File: config.mk
export PLATFORM = sky130hd
export DESIGN_NAME = hbcs_ctrl
export DESIGN_NICKNAME = d
export VERILOG_FILES = /design/src/verilog/hbcs_pkg.sv /design/src/verilog/hbcs_ctrl.sv /design/src/verilog/hbcs_deglitch.sv /design/src/verilog/hbcs_half_bridge.sv
export SDC_FILE = /design/constraint.sdc
export NUM_CORES = 1
export LEC_CHECK = 0
export BUFFER_PORTS_ARGS = -buffer_cell sky130_fd_sc_hd__buf_2
export CORE_ASPECT_RATIO = 1.1
export CORE_MARGIN = 2
export CORE_UTILIZATION = 45
export CTS_CLUSTER_DIAMETER = 80
export DETAILED_ROUTE_END_ITERATION = 8
export GPL_ROUTABILITY_DRIVEN = 0
export SETUP_SLACK_MARGIN = 0.05
export SYNTH_ARGS = -nofsm -noshare
export SYNTH_HDL_FRONTEND = slang
export SYNTH_SLANG_ARGS = --single-unit
File: constraint.sdc
create_clock -name clk -period 3.3 [get_ports clk]
set_input_delay 0 -clock clk [delete_from_list [all_inputs] [get_ports clk]]
set_output_delay 0 -clock clk [all_outputs]
set_load 0.03 [all_outputs]
File: src/verilog/hbcs_pkg.sv
// Shared constants, timing figures and carrier types of the H-bridge chop and fault controller.
package hbcs_pkg;

  // Clock period of the single logic clock.
  localparam int unsigned CLK_PERIOD_NS = 5;

  // Counter width large enough for the longest interval (retry).
  localparam int CNT_W = 20;

  // Number of bridge switches, each with its own current-limit detector.
  localparam int NUM_SW = 4;

  // Interval lengths in nanoseconds; all are plain defaults.
  localparam int unsigned OFF_TIME_NS = 20000;
  localparam int unsigned BLANK_NS = 1800;
  localparam int unsigned TRIP_DEG_NS = 1000;
  localparam int unsigned OC_DEG_NS = 3000;
  localparam int unsigned DEAD_NS = 200;
  localparam int unsigned SLEEP_NS = 1000000;
  localparam int unsigned WAKE_NS = 250000;
  localparam int unsigned RETRY_NS = 2000000;

  // Least times round up to whole clock cycles.
  localparam int unsigned OFF_TIME_CYC = (OFF_TIME_NS + CLK_PERIOD_NS - 1) / CLK_PERIOD_NS;
  localparam int unsigned BLANK_CYC = (BLANK_NS + CLK_PERIOD_NS - 1) / CLK_PERIOD_NS;
  localparam int unsigned TRIP_DEG_CYC = (TRIP_DEG_NS + CLK_PERIOD_NS - 1) / CLK_PERIOD_NS;
  localparam int unsigned OC_DEG_CYC = (OC_DEG_NS + CLK_PERIOD_NS - 1) / CLK_PERIOD_NS;
  localparam int unsigned DEAD_CYC = (DEAD_NS + CLK_PERIOD_NS - 1) / CLK_PERIOD_NS;
  localparam int unsigned SLEEP_CYC = (SLEEP_NS + CLK_PERIOD_NS - 1) / CLK_PERIOD_NS;
  localparam int unsigned WAKE_CYC = (WAKE_NS + CLK_PERIOD_NS - 1) / CLK_PERIOD_NS;
  localparam int unsigned RETRY_CYC = (RETRY_NS + CLK_PERIOD_NS - 1) / CLK_PERIOD_NS;

  // Operating modes of the device.
  typedef enum logic [3:0] {
    MODE_SLEEP = 4'h1,
    MODE_ACTIVE = 4'h2,
    MODE_OCP_OFF = 4'h4,
    MODE_TSD_OFF = 4'h8
  } hbcs_mode_t;

  // Command to one half-bridge leg.
  typedef enum logic [2:0] {
    LEG_OFF = 3'h1,
    LEG_HIGH = 3'h2,
    LEG_LOW = 3'h4
  } hbcs_leg_cmd_t;

  // Gate drive of one leg: high-side and low-side switch.
  typedef struct packed {
    logic hs_on;
    logic ls_on;
  } hbcs_leg_t;

  // The two direction inputs as one pair.
  typedef struct packed {
    logic a;
    logic b;
  } hbcs_dir_t;

  // Reset values.
  localparam hbcs_leg_t LEG_RESET = 2'h0;
  localparam hbcs_dir_t DIR_RESET = 2'h0;
  localparam hbcs_mode_t MODE_RESET = MODE_SLEEP;

endpackage : hbcs_pkg

File: src/verilog/hbcs_ctrl.sv
// Control logic of a brushed DC motor H-bridge: decode, chopping, faults and sleep.
`timescale 1ns/100ps
module hbcs_ctrl
  import hbcs_pkg::*;
#(
  parameter int unsigned SLEEP_LEN = SLEEP_CYC,
  parameter int unsigned WAKE_LEN = WAKE_CYC,
  parameter int unsigned RETRY_LEN = RETRY_CYC,
  parameter int unsigned OFF_LEN = OFF_TIME_CYC,
  parameter int unsigned BLANK_LEN = BLANK_CYC,
  parameter int unsigned TRIP_DEG_LEN = TRIP_DEG_CYC,
  parameter int unsigned OC_DEG_LEN = OC_DEG_CYC,
  parameter int unsigned DEAD_LEN = DEAD_CYC
) (
  input wire logic clk,
  input wire logic sys_rst,
  input wire logic direction_input_a,
  input wire logic direction_input_b,
  input wire logic trip_compare,
  input wire logic [NUM_SW-1:0] switch_current_limit,
  input wire logic thermal_shutdown,
  input wire logic supply_low_lockout,
  output hbcs_leg_t bridge_output_a,
  output hbcs_leg_t bridge_output_b,
  output hbcs_mode_t device_mode,
  output logic chopping
);

  // Interval end points at counter width.
  localparam logic [CNT_W-1:0] SLEEP_LAST = CNT_W'(SLEEP_LEN - 1);
  localparam logic [CNT_W-1:0] WAKE_LAST = CNT_W'(WAKE_LEN - 1);
  localparam logic [CNT_W-1:0] RETRY_LAST = CNT_W'(RETRY_LEN - 1);
  localparam logic [CNT_W-1:0] OFF_N = CNT_W'(OFF_LEN);
  localparam logic [CNT_W-1:0] BLANK_N = CNT_W'(BLANK_LEN);
  localparam logic [CNT_W-1:0] CNT_MAX = {CNT_W{1'b1}};

  typedef struct packed {
    hbcs_dir_t dir_s1;
    hbcs_dir_t dir_s2;
    logic trip_s1;
    logic trip_s2;
    logic [NUM_SW-1:0] oc_s1;
    logic [NUM_SW-1:0] oc_s2;
    logic hot_s1;
    logic hot_s2;
    hbcs_mode_t mode;
    logic chop;
    hbcs_dir_t dir_at;
    logic [CNT_W-1:0] tmr;
    logic [CNT_W-1:0] offt;
    logic [CNT_W-1:0] blank;
    hbcs_leg_cmd_t cmd_a;
    hbcs_leg_cmd_t cmd_b;
  } hbcs_ctrl_state_t;

  hbcs_ctrl_state_t q;
  hbcs_ctrl_state_t d;
  logic uv_s1_q;
  logic uv_s2_q;
  logic logic_rst;
  logic trip_din;
  logic trip_hit;
  logic [NUM_SW-1:0] oc_din;
  logic [NUM_SW-1:0] oc_hits;
  logic oc_hit;
  logic any_high;
  hbcs_leg_cmd_t want_a;
  hbcs_leg_cmd_t want_b;

  // The lockout synchroniser runs on the system reset only; resetting it from the lockout
  // itself would reload it with ones, so the lockout would never release and the logic would stay in reset.
  always_ff @(posedge clk) begin
    if (sys_rst) begin
      uv_s1_q <= 1'b1;
      uv_s2_q <= 1'b1;
    end else begin
      uv_s1_q <= supply_low_lockout;
      uv_s2_q <= uv_s1_q;
    end
  end

  // Undervoltage holds all logic except the lockout synchroniser in reset, and the bridge off.
  assign logic_rst = sys_rst || uv_s2_q;

  // The trip detector only sees the comparator outside blanking and outside an off-time.
  assign trip_din = q.trip_s2 && (q.blank == '0) && (q.mode == MODE_ACTIVE) && !q.chop;
  assign any_high = q.dir_s2.a || q.dir_s2.b;

  hbcs_deglitch #(
    .LEN(TRIP_DEG_LEN),
    .CW(CNT_W)
  ) u_trip_deg (
    .clk(clk),
    .sys_rst(logic_rst),
    .din(trip_din),
    .hit(trip_hit)
  );

  // One persistence filter per switch, so a short on any leg is caught on its own.
  for (genvar i = 0; i < NUM_SW; i++) begin : g_oc
    assign oc_din[i] = q.oc_s2[i] && (q.mode == MODE_ACTIVE);
    hbcs_deglitch #(
      .LEN(OC_DEG_LEN),
      .CW(CNT_W)
    ) u_oc_deg (
      .clk(clk),
      .sys_rst(logic_rst),
      .din(oc_din[i]),
      .hit(oc_hits[i])
    );
  end

  assign oc_hit = |oc_hits;

  // Input decode; chopping overrides with brake, any other mode leaves the bridge open.
  always_comb begin
    case ({q.dir_s2.a, q.dir_s2.b})
      2'b01: begin
        want_a = LEG_LOW;
        want_b = LEG_HIGH;
      end
      2'b10: begin
        want_a = LEG_HIGH;
        want_b = LEG_LOW;
      end
      2'b11: begin
        want_a = LEG_LOW;
        want_b = LEG_LOW;
      end
      default: begin
        want_a = LEG_OFF;
        want_b = LEG_OFF;
      end
    endcase
    if (q.mode != MODE_ACTIVE) begin
      want_a = LEG_OFF;
      want_b = LEG_OFF;
    end else if (q.chop) begin
      want_a = LEG_LOW;
      want_b = LEG_LOW;
    end
  end

  // Next state: synchronisers, mode sequencing, chopping and blanking.
  always_comb begin
    d = q;
    d.dir_s1 = hbcs_dir_t'({direction_input_a, direction_input_b});
    d.dir_s2 = q.dir_s1;
    d.trip_s1 = trip_compare;
    d.trip_s2 = q.trip_s1;
    d.oc_s1 = switch_current_limit;
    d.oc_s2 = q.oc_s1;
    d.hot_s1 = thermal_shutdown;
    d.hot_s2 = q.hot_s1;
    d.cmd_a = want_a;
    d.cmd_b = want_b;
    // Every change of the commanded pattern restarts the blanking window.
    if ((want_a != q.cmd_a) || (want_b != q.cmd_b)) begin
      d.blank = BLANK_N;
    end else if (q.blank != '0) begin
      d.blank = q.blank - 1'b1;
    end
    // Fixed off-time chopping inside active mode.
    if (q.mode == MODE_ACTIVE) begin
      if (!q.chop) begin
        if (trip_hit) begin
          d.chop = 1'b1;
          d.offt = OFF_N;
          d.dir_at = q.dir_s2;
        end
      end else if (q.dir_s2 != q.dir_at) begin
        d.chop = 1'b0;
      end else if (q.offt == CNT_W'(1)) begin
        if (q.trip_s2) begin
          d.offt = OFF_N;
        end else begin
          d.chop = 1'b0;
        end
      end else begin
        d.offt = q.offt - 1'b1;
      end
    end
    // Mode sequencing; thermal outranks overcurrent, and both keep the logic running.
    case (q.mode)
      MODE_SLEEP: begin
        if (!any_high) begin
          d.tmr = '0;
        end else if (q.tmr == WAKE_LAST) begin
          d.mode = MODE_ACTIVE;
          d.tmr = '0;
        end else begin
          d.tmr = q.tmr + 1'b1;
        end
      end
      MODE_ACTIVE: begin
        if (q.hot_s2) begin
          d.mode = MODE_TSD_OFF;
          d.chop = 1'b0;
          d.tmr = '0;
        end else if (oc_hit) begin
          d.mode = MODE_OCP_OFF;
          d.chop = 1'b0;
          d.tmr = '0;
        end else if (any_high) begin
          d.tmr = '0;
        end else if (q.tmr == SLEEP_LAST) begin
          d.mode = MODE_SLEEP;
          d.chop = 1'b0;
          d.tmr = '0;
        end else if (q.tmr != CNT_MAX) begin
          d.tmr = q.tmr + 1'b1;
        end
      end
      MODE_OCP_OFF: begin
        if (q.hot_s2) begin
          d.mode = MODE_TSD_OFF;
          d.tmr = '0;
        end else if (q.tmr == RETRY_LAST) begin
          d.mode = MODE_ACTIVE;
          d.tmr = '0;
        end else begin
          d.tmr = q.tmr + 1'b1;
        end
      end
      MODE_TSD_OFF: begin
        if (!q.hot_s2) begin
          d.mode = MODE_ACTIVE;
          d.tmr = '0;
        end
      end
      default: begin
        d.mode = MODE_SLEEP;
        d.tmr = '0;
      end
    endcase
  end

  // State register; reset lands in sleep, so power-up with both inputs low sleeps at once.
  always_ff @(posedge clk) begin
    if (logic_rst) begin
      q <= '{dir_s1: DIR_RESET, dir_s2: DIR_RESET, trip_s1: 1'b0, trip_s2: 1'b0, oc_s1: '0,
             oc_s2: '0, hot_s1: 1'b0, hot_s2: 1'b0, mode: MODE_RESET, chop: 1'b0,
             dir_at: DIR_RESET, tmr: '0, offt: '0, blank: '0, cmd_a: LEG_OFF,
             cmd_b: LEG_OFF};
    end else begin
      q <= d;
    end
  end

  hbcs_half_bridge #(
    .DEAD(DEAD_LEN),
    .CW(CNT_W)
  ) u_leg_a (
    .clk(clk),
    .sys_rst(logic_rst),
    .cmd(q.cmd_a),
    .drive(bridge_output_a)
  );

  hbcs_half_bridge #(
    .DEAD(DEAD_LEN),
    .CW(CNT_W)
  ) u_leg_b (
    .clk(clk),
    .sys_rst(logic_rst),
    .cmd(q.cmd_b),
    .drive(bridge_output_b)
  );

  assign device_mode = q.mode;
  assign chopping = q.chop;
endmodule : hbcs_ctrl

File: src/verilog/hbcs_deglitch.sv
// Persistence filter: output rises once the input has been high for a set number of cycles.
`timescale 1ns/100ps
module hbcs_deglitch
  import hbcs_pkg::*;
#(
  parameter int unsigned LEN = 4,
  parameter int CW = 20
) (
  input wire logic clk,
  input wire logic sys_rst,
  input wire logic din,
  output logic hit
);

  localparam logic [CW-1:0] LEN_N = CW'(LEN);

  typedef struct packed {
    logic [CW-1:0] cnt;
    logic hit;
  } hbcs_dg_state_t;

  hbcs_dg_state_t q;
  hbcs_dg_state_t d;

  // Any low sample restarts the count, so short pulses never reach the output.
  always_comb begin
    d = q;
    if (!din) begin
      d.cnt = '0;
      d.hit = 1'b0;
    end else begin
      if (q.cnt != LEN_N) begin
        d.cnt = q.cnt + 1'b1;
      end
      d.hit = (d.cnt == LEN_N);
    end
  end

  // State register.
  always_ff @(posedge clk) begin
    if (sys_rst) begin
      q <= '0;
    end else begin
      q <= d;
    end
  end

  assign hit = q.hit;
endmodule : hbcs_deglitch

File: src/verilog/hbcs_half_bridge.sv
// One half-bridge leg with dead time between high-side and low-side drive.
`timescale 1ns/100ps
module hbcs_half_bridge
  import hbcs_pkg::*;
#(
  parameter int unsigned DEAD = 40,
  parameter int CW = 20
) (
  input wire logic clk,
  input wire logic sys_rst,
  input wire hbcs_leg_cmd_t cmd,
  output hbcs_leg_t drive
);

  localparam logic [CW-1:0] DEAD_N = CW'(DEAD);

  typedef struct packed {
    hbcs_leg_t drive;
    logic [CW-1:0] cnt;
  } hbcs_hb_state_t;

  hbcs_hb_state_t q;
  hbcs_hb_state_t want;
  hbcs_hb_state_t d;

  // A leg that is on and asked for anything else goes high-impedance first and waits out the
  // dead time; turning on from rest after the wait is immediate.
  always_comb begin
    want = q;
    want.drive.hs_on = (cmd == LEG_HIGH);
    want.drive.ls_on = (cmd == LEG_LOW);
    d = q;
    if ((q.drive.hs_on || q.drive.ls_on) && (q.drive != want.drive)) begin
      d.drive = LEG_RESET;
      d.cnt = DEAD_N;
    end else if (q.cnt != '0) begin
      d.cnt = q.cnt - 1'b1;
    end else begin
      d.drive = want.drive;
    end
  end

  // State register; reset leaves both switches off.
  always_ff @(posedge clk) begin
    if (sys_rst) begin
      q <= '{drive: LEG_RESET, cnt: '0};
    end else begin
      q <= d;
    end
  end

  assign drive = q.drive;
endmodule : hbcs_half_bridge

==> results of run 1 <==
[layout by cell type (no fill, tap or decap), types with 6 or more instances in the layout]
master,instances
a211oi_1,10
a21o_1,7
a21oi_1,56
a22o_1,8
a31oi_1,14
and2_1,23
and3_1,18
and4_1,15
buf_2,19
buf_4,23
clkbuf_1,6
clkbuf_16,27
clkbuf_8,6
clkinv_2,6
dfxtp_1,239
dlygate4sd3_1,15
ha_1,16
inv_1,41
mux2i_1,15
nand2_1,113
nand2b_1,21
nand3_1,65
nand3b_1,9
nand4_1,32
nor2_1,237
nor2b_1,11
nor3_1,62
nor4_1,38
nor4b_1,10
o211ai_1,15
o21ai_0,26
o31ai_1,10
or2_2,9
or3_1,26
or4_1,15
xnor2_1,78
xor2_1,72
[final cells by class]
| class | instances | area (sq um) |
|---|---|---|
| multi-input combinational | 1115 | 6760 |
| clock inverter | 10 | 106 |
| tap | 352 | 440 |
| sequential | 239 | 4780 |
| clock buffer | 39 | 781 |
| inverter | 41 | 154 |
| fill | 2500 | 12700 |
| timing repair buffer | 57 | 418 |
[layer usage]
metal,vias to the layer above,global-route usage [%],part of all wire (%)
met3,32,2.57,3.7
met5,-,0,0
li1,5190,-,-
met4,0,4.55,1.4
met2,158,31.4,46
met1,4644,24.2,49
[power by group through the flow]
stage	logic (W)	registers [W]	clock network (W)
after global routing	0.00333	0.00308	0.00319
after detailed placement	0.00292	0.00313	0
after CTS	0.00296	0.00307	0.00306
after global placement	0.00291	0.00313	0
after floorplan	0.00251	0.00311	0
final	0.00294	0.00307	0.00297
[metrics by stage]
| step | area, sq um | worst slack (ns) |
|---|---|---|
| after floorplan | 12000 | 0.740 |
| after global placement | 12400 | 0.597 |
| after detailed placement | 12400 | 0.565 |
| after CTS | 13400 | 0.530 |
| after global routing | 13400 | 0.246 |
| final | 13400 | 0.511 |
[registers in the layout, indices dropped and copies added (netlist names), 2 cells and up]
register,count
g_oc.u_oc_deg.q,80
q,75
g_oc.u_oc_deg.hit,4
u_trip_deg.q,20
u_leg_a.drive,2
u_leg_b.drive,2
d,8
u_leg_b.q,20
u_leg_a.q,20
device_mode,4
[worst max-delay path, cell delays in order, from the launching register on]
cell,delay (ns)
dfxtp_1,0.37
or4b_1,0.57
buf_4,0.22
nor2_1,0.14
buf_4,0.16
nand2_1,0.05
buf_4,0.19
nor2_1,0.15
nand4_1,0.11
a2111oi_0,0.55
buf_4,0.22
[logic make-up (layout without fill, tap and decap cells)]
logic type	after synthesis	after routing	synth area share, %
DFF	239	239	39.8
AOI/OAI and AO/OA	199	199	11.2
adders and majority gates	16	16	1.67
muxes	16	16	1.34
xor gates and xnor gates	150	150	10.9
buffers and inverters	113	147	3.88
and+or+nand+nor	734	734	31.1
[timing repair]
action                    CTS  global route
hold buffers               15             0
hold endpoints to repair   17             0
buffers inserted            0             0
[worst paths after layout]
check | end | slack [ns] | cells after the start
hold reg to reg | uv_s2_q | 0.42 | 1
setup / recovery | g_oc[3].u_oc_deg.hit | 0.51 | 10
hold / removal | d[76] | 0.20 | 3
setup reg to reg | g_oc[3].u_oc_deg.hit | 0.51 | 10
==> impl_metrics.json, run 1 <==
{
  "seqPwrFrac_pct": 34.2,
  "route.detailed.drc": 0,
  "syn_to_final_growth_pct": 12.0,
  "synth.most_common_cell": "dfxtp_1",
  "final_util_pct": 51.4,
  "core_area_sq_um": 26100,
  "synth_area_sq_um": 12000,
  "yosys_warnings": 0,
  "n_antenna_cell": 0,
  "wire_per_inst_um": 13.9,
  "post_cts_resized": 0,
  "ios": 20,
  "slew_violations": 0,
  "critPathMaxFanout": 20,
  "stdcell_count": 1853,
  "antenna_found_initial": 0,
  "intPower_w": 0.00604,
  "vias": 10000,
  "portBuffers": 19,
  "grt_pass1_vias": 9466,
  "grt_pass1_wl_mm": 44.3,
  "max_cap_violations": 0,
  "finalSetupTns_ns": 0,
  "async_flop_share_pct": 0,
  "cts_root_buf": "clkbuf_16",
  "grt_use_total_pct": 18.2,
  "crit_start": "device_mode[0]",
  "clockBufferDepth": 3,
  "setup_viol": 0,
  "holdCritPathClass": "input pin to flop",
  "cts_tree": "built",
  "yosys.area.top_type": "dfxtp_1",
  "finalCritPeriodShare_pct": 84.5,
  "hold_ws_ns": 0.200,
  "ys_seq_area_share_pct": 39.8,
  "pwr_density_cell_nw_per_um2": 668,
  "cts_made_buffers": 27,
  "num-nets-final": 1508,
  "clk_pin_slew_ns": 0.06,
  "cts.sinks": 239,
  "leakage_nw": 4.68,
  "critical_path_class": "flop to flop",
  "grt_max_degree": 34,
  "ys.flop_type": "dfxtp_1",
  "hold_viol_final": 0,
  "fmax_mhz": 359,
  "dieArea_sq_um": 28000,
  "synth.net_count": 1494,
  "synth_top_area_share_pct": 39.8,
  "finalCriticalPeriod_ns": 2.79,
  "end_kind": "flop",
  "dp_cells": 1789,
  "finClkSkew_ns": 0.0160,
  "first_pass_iters": 8,
  "ant_nets": 0,
  "relSlewSlack_pct": 36.8,
  "p_sw_w": 0.00294,
  "worst_pin_slew_ns": 0.939,
  "ys_types": 76,
  "synthTopCellsByArea": "dfxtp_1 (40%), nor2_1 (7.4%), xnor2_1 (5.7%)",
  "clkPwrFrac_pct": 33.1,
  "htreeDepth": 1,
  "worstReg2RegStart": "device_mode[0]",
  "swShare_pct": 32.7,
  "start_util_pct": 45.9,
  "clkLatencyLatePin_ns": 0.53,
  "status": "completed",
  "ys_ff_latch": 239,
  "required_ns": 3.77,
  "hp-start": "switch_current_limit[1]",
  "ys_top_cells_by_count": "dfxtp_1 (239), nor2_1 (238), nand2_1 (113), xnor2_1 (78), xor2_1 (72)",
  "viasPerCell": 5.41,
  "drive_gt1_share_pct": 7.40,
  "fp.dieW_um": 160,
  "critical_path_arrival_ns": 3.26,
  "drt_iter0_drc": 539,
  "p_total_w": 0.00898,
  "fp.dieH_um": 175,
  "synth_edf_count": 0,
  "vdd_ir_drop_max_uv": 461,
  "hpwl_mm": 17.8,
  "rsz0062_at_grt": "false",
  "synth_cells": 1467,
  "rows": 62,
  "drt-total-wl_mm": 25.8,
  "critPathLaunchType": "flop",
  "synth_area_per_cell_sq_um": 8.19,
  "overflow": 0,
  "combPwrFrac_pct": 32.7
}
Power figures use the tool's default switching activity.
==> run 2, diff against run 1 <==
==> constraint.sdc (replaced) <==
create_clock -name clk -period 2.85 [get_ports clk]
set_input_delay 0 -clock clk [delete_from_list [all_inputs] [get_ports clk]]
set_output_delay 0 -clock clk [all_outputs]
set_load 0.03 [all_outputs]
==> impl_metrics.json, run 2 (same netlist as run 1, synthesis figures left out) <==
{
  "status": "completed",
  "vias": 10000,
  "start_util_pct": 45.9,
  "n_antenna_cell": 0,
  "cts_tree": "built",
  "finalSetupTns_ns": 0,
  "antenna_found_initial": 0,
  "critical_path_class": "flop to flop",
  "wire_per_inst_um": 13.6,
  "ant_nets": 0,
  "finalCriticalPeriod_ns": 2.57,
  "p_total_w": 0.0104,
  "route.detailed.drc": 0,
  "slew_violations": 0,
  "reg2reg_to": "q[53]",
  "first_pass_iters": 5,
  "grt_pass1_vias": 9519,
  "r2r_setup_slack_ns": 0.28,
  "fp.dieH_um": 175,
  "drt-total-wl_mm": 25.4,
  "ios": 20,
  "fill_cells": 2524,
  "vdd_ir_drop_max_uv": 507,
  "worstHoldEndpoint": "d[86]",
  "final_common_cell": "dfxtp_1",
  "worst_pin_slew_ns": 0.665,
  "end_kind": "flop",
  "cts.sinks": 239,
  "overflow": 0,
  "required_ns": 3.31,
  "hpwl_mm": 17.5,
  "top_regs": "g_oc.u_oc_deg.q x80, q x75",
  "multiInputGateArea_sq_um": 6770,
  "rows": 62,
  "clockBufferDepth": 3,
  "hold_depth": 3,
  "core_area_sq_um": 26100,
  "clk_pin_slew_ns": 0.06,
  "rsz0062_at_grt": "false",
  "dieArea_sq_um": 28000,
  "viasPerCell": 5.36,
  "cts_root_buf": "clkbuf_16",
  "clkLatencyLatePin_ns": 0.54,
  "hp-start": "direction_input_a",
  "hold_viol_final": 0,
  "worstReg2RegStart": "g_oc[1].u_oc_deg.hit",
  "final_area_sq_um": 13500,
  "ff2ff_path_depth": 6,
  "portBuffers": 19,
  "grt_max_degree": 43,
  "critPathLaunchType": "flop",
  "cts_made_buffers": 27,
  "drive_gt1_share_pct": 8.70,
  "setup_viol": 0,
  "num-nets-final": 1523,
  "largest_register_ffs": 80,
  "critPathMaxFanout": 4,
  "drt_iter0_drc": 515,
  "largest_register": "g_oc.u_oc_deg.q",
  "htreeDepth": 1,
  "relSlewSlack_pct": 55.6,
  "placed_area_sq_um": 12600,
  "final_util_pct": 51.8,
  "grt_pass1_wl_mm": 44.9,
  "grt_use_total_pct": 18.4,
  "critical_path_arrival_ns": 3.03,
  "leakage_nw": 4.75,
  "seq_area_sq_um": 4780,
  "hold_ws_ns": 0.201,
  "finalCritPeriodShare_pct": 90.2,
  "pwr_density_cell_nw_per_um2": 768,
  "holdCritPathClass": "input pin to flop",
  "finClkSkew_ns": 0.0169,
  "fp.dieW_um": 160,
  "fmax_mhz": 389,
  "max_cap_violations": 0,
  "syn_to_final_growth_pct": 12.7,
  "layout_common_cells": "dfxtp_1 (239), nor2_1 (237), nand2_1 (113)"
}
-- run 2: cell types whose count changed in the layout (fill, tap and decap cells not counted), sizes merged --
cell	change
buf	+19
bufinv	-1
clkinv	+3
clkinvlp	-1
dlygate4sd3	-4
-- run 2: worst max path at each step --
stage	from	endpoint	slack, ns	cells past startpoint
6_report	g_oc[1].u_oc_deg.hit	q[53]	0.28	6
5_1_grt	device_mode[1]	q[27]	0.07	7
4_1_cts	device_mode[1]	q[27]	0.22	7
3_5_place_dp	device_mode[1]	q[27]	0.22	7
3_3_place_gp	g_oc[1].u_oc_deg.hit	q[53]	0.31	6
2_1_floorplan	device_mode[0]	q[53]	0.29	7
-- run 2: through the flow --
| stage | setup WS (ns) | cells |
|---|---|---|
| global placement | 0.311 | 1808 |
| floorplan | 0.290 | 1467 |
| CTS | 0.219 | 1869 |
| global route | 0.0730 | 1869 |
| detailed placement | 0.219 | 1808 |
| finish | 0.279 | 1869 |
-- run 2: metal layers --
metal,track usage [%],up-vias,share of wire (%)
met2,30.9,119,46
met5,0,-,0
met1,25.2,4633,49
li1,-,5241,-
met4,4.51,0,1.9
met3,2.43,30,3.2
-- run 2: repair_timing --
item	CTS	global route
resized for setup	0	1
hold endpoints to repair	10	0
hold buffers	11	0
setup endpoints to repair	0	1
setup buffers	0	0
-- run 2: power by group --
| part | leakage (nW) | total (W) | internal (W) | switching, W |
|---|---|---|---|---|
| Clock | 0.437 | 0.00336 | 0.00199 | 0.00138 |
| Combinational | 2.39 | 0.00348 | 0.00154 | 0.00194 |
| Sequential | 1.93 | 0.00355 | 0.00345 | 0.000101 |
-- run 2: critical path, cell delays in order (launching register included) --
cell and delay, ns:
dfxtp_1 0.30, or4_1 0.59, or4_4 0.54, a31o_4 0.24, and3_4 0.20, or4_1 0.46
a31oi_1 0.16
-- run 2: layout make-up --
type	instances	share of cell area, %
sequential	239	35.4
tap	352	3.25
inverter	41	1.14
multi-input combinational	1115	50.0
clock inverter	11	0.620
timing repair buffer	72	3.85
clock buffer	39	5.77
==> run 3, diff against run 2 <==
==> constraint.sdc (replaced) <==
create_clock -name clk -period 2.9 [get_ports clk]
set_input_delay 0 -clock clk [delete_from_list [all_inputs] [get_ports clk]]
set_output_delay 0 -clock clk [all_outputs]
set_load 0.03 [all_outputs]
==> impl_metrics.json, run 3 (same netlist as run 1, synthesis figures left out) <==
{
  "finalCritPeriodShare_pct": 89.0,
  "num-nets-final": 1520,
  "clkLatencyLatePin_ns": 0.54,
  "cts_setup_buffers": 0,
  "htreeDepth": 1,
  "hold_ws_ns": 0.195,
  "critical_path_arrival_ns": 3.05,
  "n_antenna_cell": 0,
  "antenna_found_initial": 0,
  "wl_met1_mm": 12.5,
  "relSlewSlack_pct": 54.9,
  "start_util_pct": 45.9,
  "largest_register_ffs": 80,
  "pwr_density_cell_nw_per_um2": 764,
  "top_regs": "g_oc.u_oc_deg.q x80, q x75",
  "worst_pin_slew_ns": 0.671,
  "dieArea_sq_um": 28000,
  "largest_register": "g_oc.u_oc_deg.q",
  "grt_pass1_wl_mm": 44.2,
  "cts.sinks": 239,
  "finalCriticalPeriod_ns": 2.58,
  "grt_max_degree": 36,
  "cts_root_buf": "clkbuf_16",
  "required_ns": 3.37,
  "critical_path_class": "flop to flop",
  "routed-wl-met3_um": 969,
  "finClkSkew_ns": 0.0167,
  "rows": 62,
  "wire_per_inst_um": 13.7,
  "max_cap_violations": 0,
  "fp.dieH_um": 175,
  "clockBufferDepth": 3,
  "placed_area_sq_um": 12500,
  "wl_met2_mm": 11.6,
  "cts_made_buffers": 27,
  "critPathLaunchType": "flop",
  "core_area_sq_um": 26100,
  "syn_to_final_growth_pct": 13.0,
  "vias": 10000,
  "final_util_pct": 51.9,
  "leakage_nw": 4.76,
  "finalSetupTns_ns": 0,
  "ant_nets": 0,
  "grt_pass1_vias": 9433,
  "drive_gt1_share_pct": 8.72,
  "viasPerCell": 5.38,
  "cts_tree": "built",
  "first_pass_iters": 5,
  "final_common_cell": "dfxtp_1",
  "slew_violations": 0,
  "routed.top_layer": "met4",
  "critPathMaxFanout": 13,
  "fp.dieW_um": 160,
  "vdd_ir_drop_max_uv": 589,
  "hold_viol_final": 0,
  "hpwl_mm": 17.4,
  "r2r_setup_slack_ns": 0.32,
  "final_area_sq_um": 13600,
  "ios": 20,
  "clk_pin_slew_ns": 0.06,
  "end_kind": "flop",
  "setup_viol": 0,
  "grt_use_total_pct": 18.2,
  "rsz0062_at_grt": "false",
  "layout_common_cells": "dfxtp_1 (239), nor2_1 (237), nand2_1 (113)",
  "portBuffers": 19,
  "status": "completed",
  "overflow": 0,
  "drt-total-wl_mm": 25.6,
  "drt_iter0_drc": 575,
  "holdCritPathClass": "input pin to flop",
  "fmax_mhz": 387,
  "route.detailed.drc": 0
}
run 3: repair_timing:
action | CTS | global route
hold buffers | 11 | 0
endpoints found under the setup margin | 0 | 2
resized for setup | 0 | 1
hold endpoints to repair | 16 | 0
run 3: final timing paths:
path | startpoint | end | cells after the start
max | g_oc[1].u_oc_deg.hit | q[56] | 7
min | switch_current_limit[1] | d[76] | 3
max reg2reg | g_oc[1].u_oc_deg.hit | q[56] | 7
min reg2reg | uv_s1_q | uv_s2_q | 1
run 3: layer usage:
metal,vias up,track usage (%)
met4,0,5.00
li1,5227,-
met1,4636,24.6
met3,37,2.74
met5,-,0
met2,140,30.3
run 3: layout make-up:
class,count,area [sq um]
clock buffer,36,769
timing repair buffer,69,498
multi-input combinational,1115,6770
tap,352,440
inverter,41,154
clock inverter,14,155
sequential,239,4780
fill,2520,12600
run 3: per-stage QoR:
step | cells | total power (W) | setup slack [ns]
after detailed placement | 1805 | 0.00692 | 0.247
after global placement | 1805 | 0.00688 | 0.344
after global routing | 1866 | 0.0111 | 0.133
after floorplan | 1467 | 0.00640 | 0.340
after CTS | 1866 | 0.0105 | 0.242
final | 1866 | 0.0104 | 0.318
run 3: worst max-delay path: stages, from the launching register on:
cell	delay, ns
dfxtp_1	0.30
or4_1	0.59
or4_4	0.54
a31o_4	0.24
a31oi_4	0.41
buf_4	0.22
a21o_1	0.11
a22o_1	0.11
run 3: power by group:
part	switching, W	leakage, nW	total (W)	internal [W]
Sequential	0.0000989	1.93	0.00349	0.00339
Clock	0.00138	0.462	0.00351	0.00213
Combinational	0.00190	2.37	0.00337	0.00147
Total	0.00338	4.76	0.0104	0.00699
